<file path="config.mk">
export PLATFORM = sky130hd
export DESIGN_NAME = fbp_bridge
export DESIGN_NICKNAME = d
export VERILOG_FILES = /design/src/fbp_pkg.sv /design/src/fbp_bridge.sv
export SDC_FILE = /design/constraint.sdc
export NUM_CORES = 1
export LEC_CHECK = 0
export BUFFER_PORTS_ARGS = -buffer_cell sky130_fd_sc_hd__buf_2
export CAP_MARGIN = 0
export CORE_ASPECT_RATIO = 0.8
export CORE_MARGIN = 2
export CORE_UTILIZATION = 46
export CTS_CLUSTER_DIAMETER = 30
export DETAILED_ROUTE_END_ITERATION = 8
export GPL_ROUTABILITY_DRIVEN = 1
export PLACE_DENSITY = 0.86
export SLEW_MARGIN = 25
export SYNTH_ARGS = -nofsm -noshare
export SYNTH_HDL_FRONTEND = slang
export SYNTH_SLANG_ARGS = --single-unit
</file>
<file path="constraint.sdc">
create_clock -name clk_i -period 2.5 [get_ports clk_i]
set_input_delay 0.125 -clock clk_i [delete_from_list [all_inputs] [get_ports clk_i]]
set_output_delay 0.125 -clock clk_i [all_outputs]
set_load 0.01 [all_outputs]
</file>
<file path="src/fbp_pkg.sv">
// fbp_pkg: register map, field layout and types of the full-bridge pwm output stage
package fbp_pkg;

    // ------------------------------------------------------------------
    // register byte offsets
    // ------------------------------------------------------------------
    localparam logic [7:0] REG_UNIT_CTRL  = 8'h00;
    localparam logic [7:0] REG_SHUT_CTRL  = 8'h04;
    localparam logic [7:0] REG_DB_RESTART = 8'h08;
    localparam logic [7:0] REG_STATE      = 8'h0C;

    // ------------------------------------------------------------------
    // field positions
    // ------------------------------------------------------------------
    localparam int UC_MODE_LSB    = 6;
    localparam int UC_POL_LSB     = 0;
    localparam int SC_STATUS_BIT  = 7;
    localparam int SC_SRC_LSB     = 4;
    localparam int SC_AC_LSB      = 2;
    localparam int SC_BD_LSB      = 0;
    localparam int DB_RESTART_BIT = 7;
    localparam int DB_DELAY_LSB   = 0;
    localparam int SRC_C1_BIT     = 0;
    localparam int SRC_C2_BIT     = 1;
    localparam int SRC_INT_BIT    = 2;
    localparam int POL_BD_BIT     = 0;
    localparam int POL_AC_BIT     = 1;
    localparam int MODE_FB_BIT    = 0;
    localparam int MODE_DIR_BIT   = 1;

    // ------------------------------------------------------------------
    // values and timing
    // ------------------------------------------------------------------
    localparam logic [1:0] MODE_RESET   = 2'h0;
    localparam logic [1:0] POL_RESET    = 2'h0;
    localparam logic [1:0] PSS_DRIVE_LO = 2'h0;
    localparam logic [1:0] PSS_DRIVE_HI = 2'h1;
    localparam logic [6:0] DELAY_RESET  = 7'h00;
    localparam logic [8:0] DIR_WINDOW_COUNTS = 9'h004;
    localparam logic [31:0] WORD_ZERO   = 32'h0000_0000;

    // ------------------------------------------------------------------
    // types
    // ------------------------------------------------------------------
    typedef struct packed {
        logic a;
        logic b;
        logic c;
        logic d;
    } fbp_quad_type;

    typedef enum logic [1:0] {
        DIR_STEADY = 2'b01,
        DIR_BLANK  = 2'b10
    } fbp_dir_state_type;

endpackage : fbp_pkg

</file>
<file path="src/fbp_bridge.sv">
// fbp_bridge: full-bridge steering, direction change and auto-shutdown with wishbone registers
//
// Summary of operation
// - forward: a held active, d carries pwm, b and c inactive
// - reverse: c held active, b carries pwm, a and d inactive
// - direction bit change applies in the following pwm cycle
// - four counts before period end: b,d inactive, a,c swap direction
// - modulation of new output resumes at next period start
// - no dead-band delay in full-bridge, not even on direction change
// - three-bit select enables int-pin low and comparator high as shutdown
// - status bit reads 0 when running, 1 while outputs are shut down
// - shutdown sets status, held until firmware or auto-restart clears it
// - shutdown forces pins to safe states without waiting for a clock
// - pairs a/c and b/d each choose drive high, drive low or tri-state
// - shutdown is level based and lasts while source level persists
// - firmware writes to status are ignored while a source is active
// - after restart the waveform resumes only at the next period start
// - writing 1 to status with no source active gives software shutdown
// - auto-restart follows only hardware sources and clears software shutdown
// - restart enable bit lives beside the dead-band delay setting
// - auto-restart clears status in hardware once the source is gone
// - polarity bits set active level separately for a/c and b/d
//
// Chosen here: the address map and the Wishbone interface to the registers.
`timescale 1ns/1ps

module fbp_bridge (
    // clock and reset
    input  wire logic                 clk_i,
    input  wire logic                 rst_i,
    // wishbone slave
    input  wire logic                 wb_cyc_i,
    input  wire logic                 wb_stb_i,
    input  wire logic                 wb_we_i,
    input  wire logic [7:0]           wb_adr_i,
    input  wire logic [3:0]           wb_sel_i,
    input  wire logic [31:0]          wb_dat_i,
    output logic      [31:0]          wb_dat_o,
    output logic                      wb_ack_o,
    // pwm time base
    input  wire logic                 pwm_i,
    input  wire logic                 period_end_i,
    input  wire logic [7:0]           period_timer_count_i,
    input  wire logic [7:0]           period_limit_register_i,
    // shutdown sources, asynchronous
    input  wire logic                 ext_int_pin_i,
    input  wire logic [1:0]           comparator_output_i,
    // pin side
    input  wire fbp_pkg::fbp_quad_type pin_direction_latch_i,
    output fbp_pkg::fbp_quad_type     bridge_out_o,
    output fbp_pkg::fbp_quad_type     bridge_oe_n_o,
    // neighbour configuration
    output logic      [6:0]           deadband_delay_o
);

    // ------------------------------------------------------------------
    // registers and wires
    // ------------------------------------------------------------------
    logic [1:0]                  mode_reg;
    logic [1:0]                  output_polarity_select_reg;
    logic                        shutdown_event_status_reg;
    logic [2:0]                  shutdown_source_select_reg;
    logic [1:0]                  pair_ac_shutdown_state_reg;
    logic [1:0]                  pair_bd_shutdown_state_reg;
    logic                        auto_restart_enable_reg;
    logic [6:0]                  deadband_delay_reg;
    logic                        dir_applied_reg;
    logic                        run_reg;
    fbp_pkg::fbp_dir_state_type  dir_state_reg;
    fbp_pkg::fbp_quad_type       act_reg;
    fbp_pkg::fbp_quad_type       act_next;
    logic                        ack_reg;
    logic [31:0]                 dat_reg;
    logic [2:0]                  sync1_reg;
    logic [2:0]                  sync2_reg;
    logic [2:0]                  sync3_reg;
    logic [2:0]                  filt_reg;
    wire logic [2:0]             src_pins = {comparator_output_i, ext_int_pin_i};
    logic                        src_raw;
    logic                        src_filt;
    logic                        force_shut;
    logic                        full_bridge;
    logic                        dir_pending;
    logic                        in_window;
    logic                        modulate;
    logic [8:0]                  counts_left;
    logic                        bus_req;
    logic                        wr_fire;
    logic                        wr_unit;
    logic                        wr_shut;
    logic                        wr_db;

    // ------------------------------------------------------------------
    // shutdown source decoding
    // ------------------------------------------------------------------
    function automatic logic src_active(
        input logic [2:0] sel,
        input logic       int_lvl,
        input logic [1:0] comp
    );
        src_active = (sel[fbp_pkg::SRC_C1_BIT] & comp[0])
                   | (sel[fbp_pkg::SRC_C2_BIT] & comp[1])
                   | (sel[fbp_pkg::SRC_INT_BIT] & ~int_lvl);
    endfunction : src_active

    // ------------------------------------------------------------------
    // input synchronisers
    // ------------------------------------------------------------------
    genvar gi;
    generate
        for (gi = 0; gi < 3; gi = gi + 1) begin : g_sync
            always_ff @(posedge clk_i) begin
                if (rst_i) begin
                    sync1_reg[gi] <= (gi == 0);
                    sync2_reg[gi] <= (gi == 0);
                    sync3_reg[gi] <= (gi == 0);
                    filt_reg[gi]  <= (gi == 0);
                end else begin
                    sync1_reg[gi] <= src_pins[gi];
                    sync2_reg[gi] <= sync1_reg[gi];
                    sync3_reg[gi] <= sync2_reg[gi];
                    if (sync2_reg[gi] == sync3_reg[gi]) begin
                        filt_reg[gi] <= sync3_reg[gi];
                    end
                end
            end
        end
    endgenerate

    // syncs reset to idle levels (int high, comparators low): no false event
    assign src_raw  = src_active(shutdown_source_select_reg, ext_int_pin_i,
                                 comparator_output_i);
    assign src_filt = src_active(shutdown_source_select_reg, filt_reg[0],
                                 filt_reg[2:1]);
    // raw level forces pins at once; the status bit keeps them forced after
    assign force_shut  = src_raw | shutdown_event_status_reg;
    assign full_bridge = mode_reg[fbp_pkg::MODE_FB_BIT];

    // ------------------------------------------------------------------
    // wishbone slave
    // ------------------------------------------------------------------
    assign bus_req = wb_cyc_i & wb_stb_i;
    assign wr_fire = bus_req & wb_we_i & ack_reg & wb_sel_i[0];
    assign wr_unit = wr_fire & (wb_adr_i == fbp_pkg::REG_UNIT_CTRL);
    assign wr_shut = wr_fire & (wb_adr_i == fbp_pkg::REG_SHUT_CTRL);
    assign wr_db   = wr_fire & (wb_adr_i == fbp_pkg::REG_DB_RESTART);
    assign wb_ack_o = ack_reg;
    assign wb_dat_o = dat_reg;

    always_ff @(posedge clk_i) begin
        if (rst_i) begin
            ack_reg <= 1'b0;
        end else begin
            ack_reg <= bus_req & ~ack_reg;
        end
    end

    always_ff @(posedge clk_i) begin
        if (rst_i) begin
            dat_reg <= fbp_pkg::WORD_ZERO;
        end else if (bus_req & ~ack_reg) begin
            dat_reg <= fbp_pkg::WORD_ZERO;
            case (wb_adr_i)
                fbp_pkg::REG_UNIT_CTRL: begin
                    dat_reg[fbp_pkg::UC_MODE_LSB +: 2] <= mode_reg;
                    dat_reg[fbp_pkg::UC_POL_LSB +: 2]  <= output_polarity_select_reg;
                end
                fbp_pkg::REG_SHUT_CTRL: begin
                    dat_reg[fbp_pkg::SC_STATUS_BIT]  <= shutdown_event_status_reg;
                    dat_reg[fbp_pkg::SC_SRC_LSB +: 3] <= shutdown_source_select_reg;
                    dat_reg[fbp_pkg::SC_AC_LSB +: 2]  <= pair_ac_shutdown_state_reg;
                    dat_reg[fbp_pkg::SC_BD_LSB +: 2]  <= pair_bd_shutdown_state_reg;
                end
                fbp_pkg::REG_DB_RESTART: begin
                    dat_reg[fbp_pkg::DB_RESTART_BIT]   <= auto_restart_enable_reg;
                    dat_reg[fbp_pkg::DB_DELAY_LSB +: 7] <= deadband_delay_reg;
                end
                fbp_pkg::REG_STATE: begin
                    dat_reg[0] <= dir_applied_reg;
                    dat_reg[1] <= dir_state_reg == fbp_pkg::DIR_BLANK;
                    dat_reg[2] <= run_reg;
                    dat_reg[3] <= src_filt;
                end
                default: begin
                    dat_reg <= fbp_pkg::WORD_ZERO;
                end
            endcase
        end
    end

    // ------------------------------------------------------------------
    // configuration registers
    // ------------------------------------------------------------------
    always_ff @(posedge clk_i) begin
        if (rst_i) begin
            mode_reg                   <= fbp_pkg::MODE_RESET;
            output_polarity_select_reg <= fbp_pkg::POL_RESET;
        end else if (wr_unit) begin
            mode_reg                   <= wb_dat_i[fbp_pkg::UC_MODE_LSB +: 2];
            output_polarity_select_reg <= wb_dat_i[fbp_pkg::UC_POL_LSB +: 2];
        end
    end

    always_ff @(posedge clk_i) begin
        if (rst_i) begin
            shutdown_source_select_reg <= 3'h0;
            pair_ac_shutdown_state_reg <= fbp_pkg::PSS_DRIVE_LO;
            pair_bd_shutdown_state_reg <= fbp_pkg::PSS_DRIVE_LO;
        end else if (wr_shut) begin
            shutdown_source_select_reg <= wb_dat_i[fbp_pkg::SC_SRC_LSB +: 3];
            pair_ac_shutdown_state_reg <= wb_dat_i[fbp_pkg::SC_AC_LSB +: 2];
            pair_bd_shutdown_state_reg <= wb_dat_i[fbp_pkg::SC_BD_LSB +: 2];
        end
    end

    always_ff @(posedge clk_i) begin
        if (rst_i) begin
            auto_restart_enable_reg <= 1'b0;
            deadband_delay_reg      <= fbp_pkg::DELAY_RESET;
        end else if (wr_db) begin
            auto_restart_enable_reg <= wb_dat_i[fbp_pkg::DB_RESTART_BIT];
            deadband_delay_reg      <= wb_dat_i[fbp_pkg::DB_DELAY_LSB +: 7];
        end
    end
    assign deadband_delay_o = deadband_delay_reg;

    // ------------------------------------------------------------------
    // shutdown status
    // ------------------------------------------------------------------
    // a live source wins over any write, so a clear cannot lose an event
    always_ff @(posedge clk_i) begin
        if (rst_i) begin
            shutdown_event_status_reg <= 1'b0;
        end else if (src_filt) begin
            shutdown_event_status_reg <= 1'b1;
        end else if (wr_shut) begin
            shutdown_event_status_reg <= wb_dat_i[fbp_pkg::SC_STATUS_BIT];
        end else if (auto_restart_enable_reg) begin
            shutdown_event_status_reg <= 1'b0;
        end
    end

    // ------------------------------------------------------------------
    // direction change sequence
    // ------------------------------------------------------------------
    assign counts_left = {1'b0, period_limit_register_i} - {1'b0, period_timer_count_i};
    assign in_window   = (period_timer_count_i <= period_limit_register_i)
                       & (counts_left < fbp_pkg::DIR_WINDOW_COUNTS);
    assign dir_pending = dir_applied_reg != mode_reg[fbp_pkg::MODE_DIR_BIT];

    // the swap is not taken on the period-end cycle itself, else the blank
    // would span the whole next period
    always_ff @(posedge clk_i) begin
        if (rst_i) begin
            dir_state_reg   <= fbp_pkg::DIR_STEADY;
            dir_applied_reg <= 1'b0;
        end else begin
            case (dir_state_reg)
                fbp_pkg::DIR_STEADY: begin
                    if (!full_bridge) begin
                        dir_applied_reg <= mode_reg[fbp_pkg::MODE_DIR_BIT];
                    end else if (dir_pending && in_window && !period_end_i) begin
                        dir_applied_reg <= mode_reg[fbp_pkg::MODE_DIR_BIT];
                        dir_state_reg   <= fbp_pkg::DIR_BLANK;
                    end
                end
                fbp_pkg::DIR_BLANK: begin
                    if (period_end_i || !full_bridge) begin
                        dir_state_reg <= fbp_pkg::DIR_STEADY;
                    end
                end
                default: begin
                    dir_state_reg <= fbp_pkg::DIR_STEADY;
                end
            endcase
        end
    end

    // ------------------------------------------------------------------
    // run gate: waveform restarts only on a period boundary
    // ------------------------------------------------------------------
    always_ff @(posedge clk_i) begin
        if (rst_i) begin
            run_reg <= 1'b0;
        end else if (force_shut || !full_bridge) begin
            run_reg <= 1'b0;
        end else if (period_end_i) begin
            run_reg <= 1'b1;
        end
    end

    // ------------------------------------------------------------------
    // steering
    // ------------------------------------------------------------------
    // pwm is gated and registered once in act_reg; no dead-band delay stage exists in this path
    assign modulate = pwm_i & run_reg & (dir_state_reg == fbp_pkg::DIR_STEADY);

    always_comb begin
        act_next = '0;
        if (full_bridge) begin
            if (!dir_applied_reg) begin
                act_next.a = 1'b1;
                act_next.d = modulate;
            end else begin
                act_next.c = 1'b1;
                act_next.b = modulate;
            end
        end
    end

    always_ff @(posedge clk_i) begin
        if (rst_i) begin
            act_reg <= '0;
        end else begin
            act_reg <= act_next;
        end
    end

    // ------------------------------------------------------------------
    // pin drive with asynchronous shutdown override
    // ------------------------------------------------------------------
    // output enable follows the firmware direction latch, low means driving
    always_comb begin
        bridge_out_o.a = act_reg.a ^ output_polarity_select_reg[fbp_pkg::POL_AC_BIT];
        bridge_out_o.c = act_reg.c ^ output_polarity_select_reg[fbp_pkg::POL_AC_BIT];
        bridge_out_o.b = act_reg.b ^ output_polarity_select_reg[fbp_pkg::POL_BD_BIT];
        bridge_out_o.d = act_reg.d ^ output_polarity_select_reg[fbp_pkg::POL_BD_BIT];
        bridge_oe_n_o  = pin_direction_latch_i;
        if (force_shut && full_bridge) begin
            bridge_out_o.a = pair_ac_shutdown_state_reg == fbp_pkg::PSS_DRIVE_HI;
            bridge_out_o.c = pair_ac_shutdown_state_reg == fbp_pkg::PSS_DRIVE_HI;
            bridge_out_o.b = pair_bd_shutdown_state_reg == fbp_pkg::PSS_DRIVE_HI;
            bridge_out_o.d = pair_bd_shutdown_state_reg == fbp_pkg::PSS_DRIVE_HI;
            if (pair_ac_shutdown_state_reg[1]) begin
                bridge_oe_n_o.a = 1'b1;
                bridge_oe_n_o.c = 1'b1;
            end
            if (pair_bd_shutdown_state_reg[1]) begin
                bridge_oe_n_o.b = 1'b1;
                bridge_oe_n_o.d = 1'b1;
            end
        end
    end
endmodule : fbp_bridge

</file>
==> flow_summary.toml <==
[outcome]
status = "finished clean"

[timing]
setup_tns_ps = 0
layout_min_cycle_time_ps = 1891
timing_max_transition_violations_final = 0
max_slew.worst_pin.slew_ps = 747.1
timing.max_slew.rel_slack_pct = 50.19
count_of_endpoints_failing_hold_in_the_final_timing_report = 0
unrepaired_setup_endpoints_after_global_routing = "false"
layout_worst_path_cycle_share_pct = 75.66
achievable-frequency_mhz = 528.7
clock_skew_ps = 10.03
setup_violations = 0

[yosys]
synth_simple_gate_area_share_pct = 19.95
syn-cell-area_um2 = 2552
synth-xor-area-share_pct = 2.745
synthDominantCellAreaShare_pct = 38.43
part_of_the_yosys_area_used_for_sequential_elements_pct = 38.43
ys.flop_type = "dfxtp_1"
post-synth-top-area-cell = "dfxtp_1"
synth.ff_latch_count = 49
ys_async_sr_fraction_pct = 0
synth.area.top_cells = "dfxtp_1, mux2i_1, buf_4"
synth-compound-area-share_pct = 13.38
post_synth_inst_count = 283
synth_edf_count = 0
synth_cell_type_count = 45
yosys_warnings = 0
synthMuxAreaShare_pct = 10.83
avgSynthCellArea_um2 = 9.019
synth_adder_area_share_pct = 3.922
synth_top_family_by_area = "simple AND/OR/NAND/NOR gates"

[die]
die-width_um = 87.28
std_cell_rows = 24
die-area_um2 = 6164
floorplan.initialDensity_pct = 47.22
design.core.area_um2 = 5405
io_pins = 122
die-height_um = 70.63

[clock_tree]
tritoncts.num_buffers = 5
postCtsHoldBufs = 0
clock_tree.buffer_depth = 2
clock_tree.htree_level_count = 2
path_clk_slew_ps = 80
post_cts_buffers = 0
clk-insertion-delay-late_ps = 310
cts.root.buffer_cell = "clkbuf_8"
tritoncts_num_sinks = 49
post_cts_resized = 0
cts_tree = "built"

[setup_path]
crit_required_ps = 2710
regToRegEndpoint = "deadband_delay_o[1]$_SDFFE_PP0P_"
path_class = "input port to flop"
worst_r2r_path_depth = 6
reg2reg_from = "wb_ack_o$_SDFF_PP0_"
timing.critical_path.arrival_ps = 2100
timing.critical_path.from_type = "input port"
timing.critical_path.to_type = "flop"
path_max_fanout = 4
regToRegSetupSlack_ps = 760

[min_path]
hold_path_end = "sync1_reg[0]$_SDFF_PP1_"
holdCritPathClass = "input port to flop"
worstHoldStart = "ext_int_pin_i"
worstHoldPathCells = 2

[power]
switching_power_share_of_the_total_pct = 23.91
worst_ir_drop_vdd_v = 0.0002286
p_leak_nw = 1.388
clockPowerShare_pct = 37.8
total_switching_power_uw = 373.0
pwr-share-seq_pct = 50.6
power.density_nw_per_um2 = 522.8
power.total_mw = 1.560
intPower_mw = 1.187
p_comb_share_pct = 11.7

[place]
port-buffer-count = 70
gp_congestion = 0.8428
dp.final_hpwl_mm = 4.242

[detailed_routing]
drt.antenna.violating_nets = 0
firstDrtPassIters = 5
remaining_drc_errors = 0
routed_wirelength_mm = 5.462
detailroute.via_count = 2103
route.detailed.wl_per_inst_um = 13.13
dr.first_iter.drc_count = 118
route.detailed.vias_per_inst = 5.055

[cells_and_area]
insertedDiodeCount = 0
final_layout_size_suffix_gt1_share_pct = 27.35
syn_to_final_growth_pct = 16.91
largest_register_ffs = 8
register_area_um2 = 980.9
design.final.nets = 432
layout.filler_cells = 507
multiInputGateArea_um2 = 1388

[global_routing]
globalRouteTotalUtil_pct = 18.00
grt_pass1_wl_mm = 8.756
number_of_antenna_violations_at_the_first_check_in_global_routing = 0
grt_pass1_vias = 1981
global_route.overflow_total = 0
largest_net_degree_at_the_start_of_global_routing = 46

[job]
max_cap_violations = 0
[power groups by stage]
| stage | logic (mW) | clock network [mW] | registers, mW |
|---|---|---|---|
| 6_report | 0.182 | 0.589 | 0.789 |
| 5_1_grt | 0.201 | 0.635 | 0.790 |
| 4_1_cts | 0.181 | 0.595 | 0.789 |
| 3_5_place_dp | 0.181 | 0 | 0.807 |
| 3_3_place_gp | 0.172 | 0 | 0.807 |
| 2_1_floorplan | 0.147 | 0 | 0.807 |
[how the worst max path moves through the flow]
stage | startpoint | to | slack, ps | cells after the start
after floorplan | period_timer_count_i[3] | dir_applied_reg$_SDFFE_PP0P_ | 490 | 9
after global placement | period_timer_count_i[3] | dir_applied_reg$_SDFFE_PP0P_ | 320 | 10
after detailed placement | period_timer_count_i[1] | dir_applied_reg$_SDFFE_PP0P_ | 300 | 10
after CTS | period_timer_count_i[3] | dir_applied_reg$_SDFFE_PP0P_ | 610 | 10
after global routing | shutdown_source_select_reg[0]$_SDFFE_PP0P_ | bridge_out_o[1] | 450 | 6
final | period_timer_count_i[3] | dir_applied_reg$_SDFFE_PP0P_ | 610 | 10
[worst max-delay path, stage by stage]
cell       delay, ps
buf_2             70
inv_1             30
ha_1             340
xor2_1           160
or4_4            430
a2111oi_4        370
o221ai_2         160
nor4_4           230
o21ai_0          120
o41ai_1           60
[cell usage in the layout, fill, tap and decap left out, types with 4 or more instances in the layout]
| cell | instances |
|---|---|
| nand2b_1 | 5 |
| ha_1 | 8 |
| nor3_1 | 6 |
| buf_2 | 70 |
| a21o_1 | 4 |
| nor2b_1 | 16 |
| xor2_1 | 6 |
| nand2_1 | 8 |
| inv_1 | 10 |
| o21ai_0 | 7 |
| dfxtp_1 | 49 |
| a22oi_1 | 8 |
| nor2_1 | 42 |
| or2_2 | 5 |
| mux2i_1 | 22 |
| clkbuf_8 | 6 |
| conb_1 | 24 |
| a21oi_1 | 17 |
[cell usage after synthesis (3+ instances only)]
cell	instances
dfxtp_1	49
inv_1	10
o21ai_0	7
or2_2	5
ha_1	8
nor3_1	6
nor2_1	42
nand2b_1	5
mux2i_1	22
a21oi_1	17
buf_2	3
clkbuf_1	9
nor2b_1	16
a21o_1	4
xor2_1	6
a22oi_1	8
buf_4	24
nand2_1	8
[per-layer routing]
metal / routed length [um] / vias to the layer above / global-route usage [%]
met4: 122 / 0 / 6.838
met1: 2400 / 953 / 22.80
met3: 397 / 15 / 6.068
met2: 2542 / 83 / 28.37
met5: 0 / - / 0
li1: - / 1052 / -
[stage by stage]
stage               instance area (um^2)  setup WS [ps]  instances  hold WS [ps]  util (%)
finish                              2984          608.5        416         27.43     55.21
global route                        2984          447.0        416         26.64     55.21
CTS                                 2984          607.0        416         25.52     55.21
detailed placement                  2864          299.7        408         341.1     52.99
global placement                    2864          324.8        408         342.0     52.99
floorplan                           2639          492.8        306         231.6         -
[cells by family (layout without fill, tap and decap cells)]
| logic type | after synthesis | in the layout |
|---|---|---|
| buf+inv | 47 | 92 |
| compound gates | 48 | 48 |
| xor+xnor | 8 | 8 |
| fa+ha+maj | 8 | 8 |
| simple gates | 97 | 97 |
| other cells | 1 | 24 |
| flops | 49 | 49 |
| mux | 25 | 25 |
[layout make-up]
type | instances | area share (%)
clock inverter | 2 | 1.258
tap | 65 | 2.725
clock buffer | 6 | 2.767
timing repair buffer | 73 | 12.49
sequential | 49 | 32.87
multi-input combinational | 210 | 46.50
inverter | 11 | 1.384
Note: power is estimated with default switching activity, not from simulation.
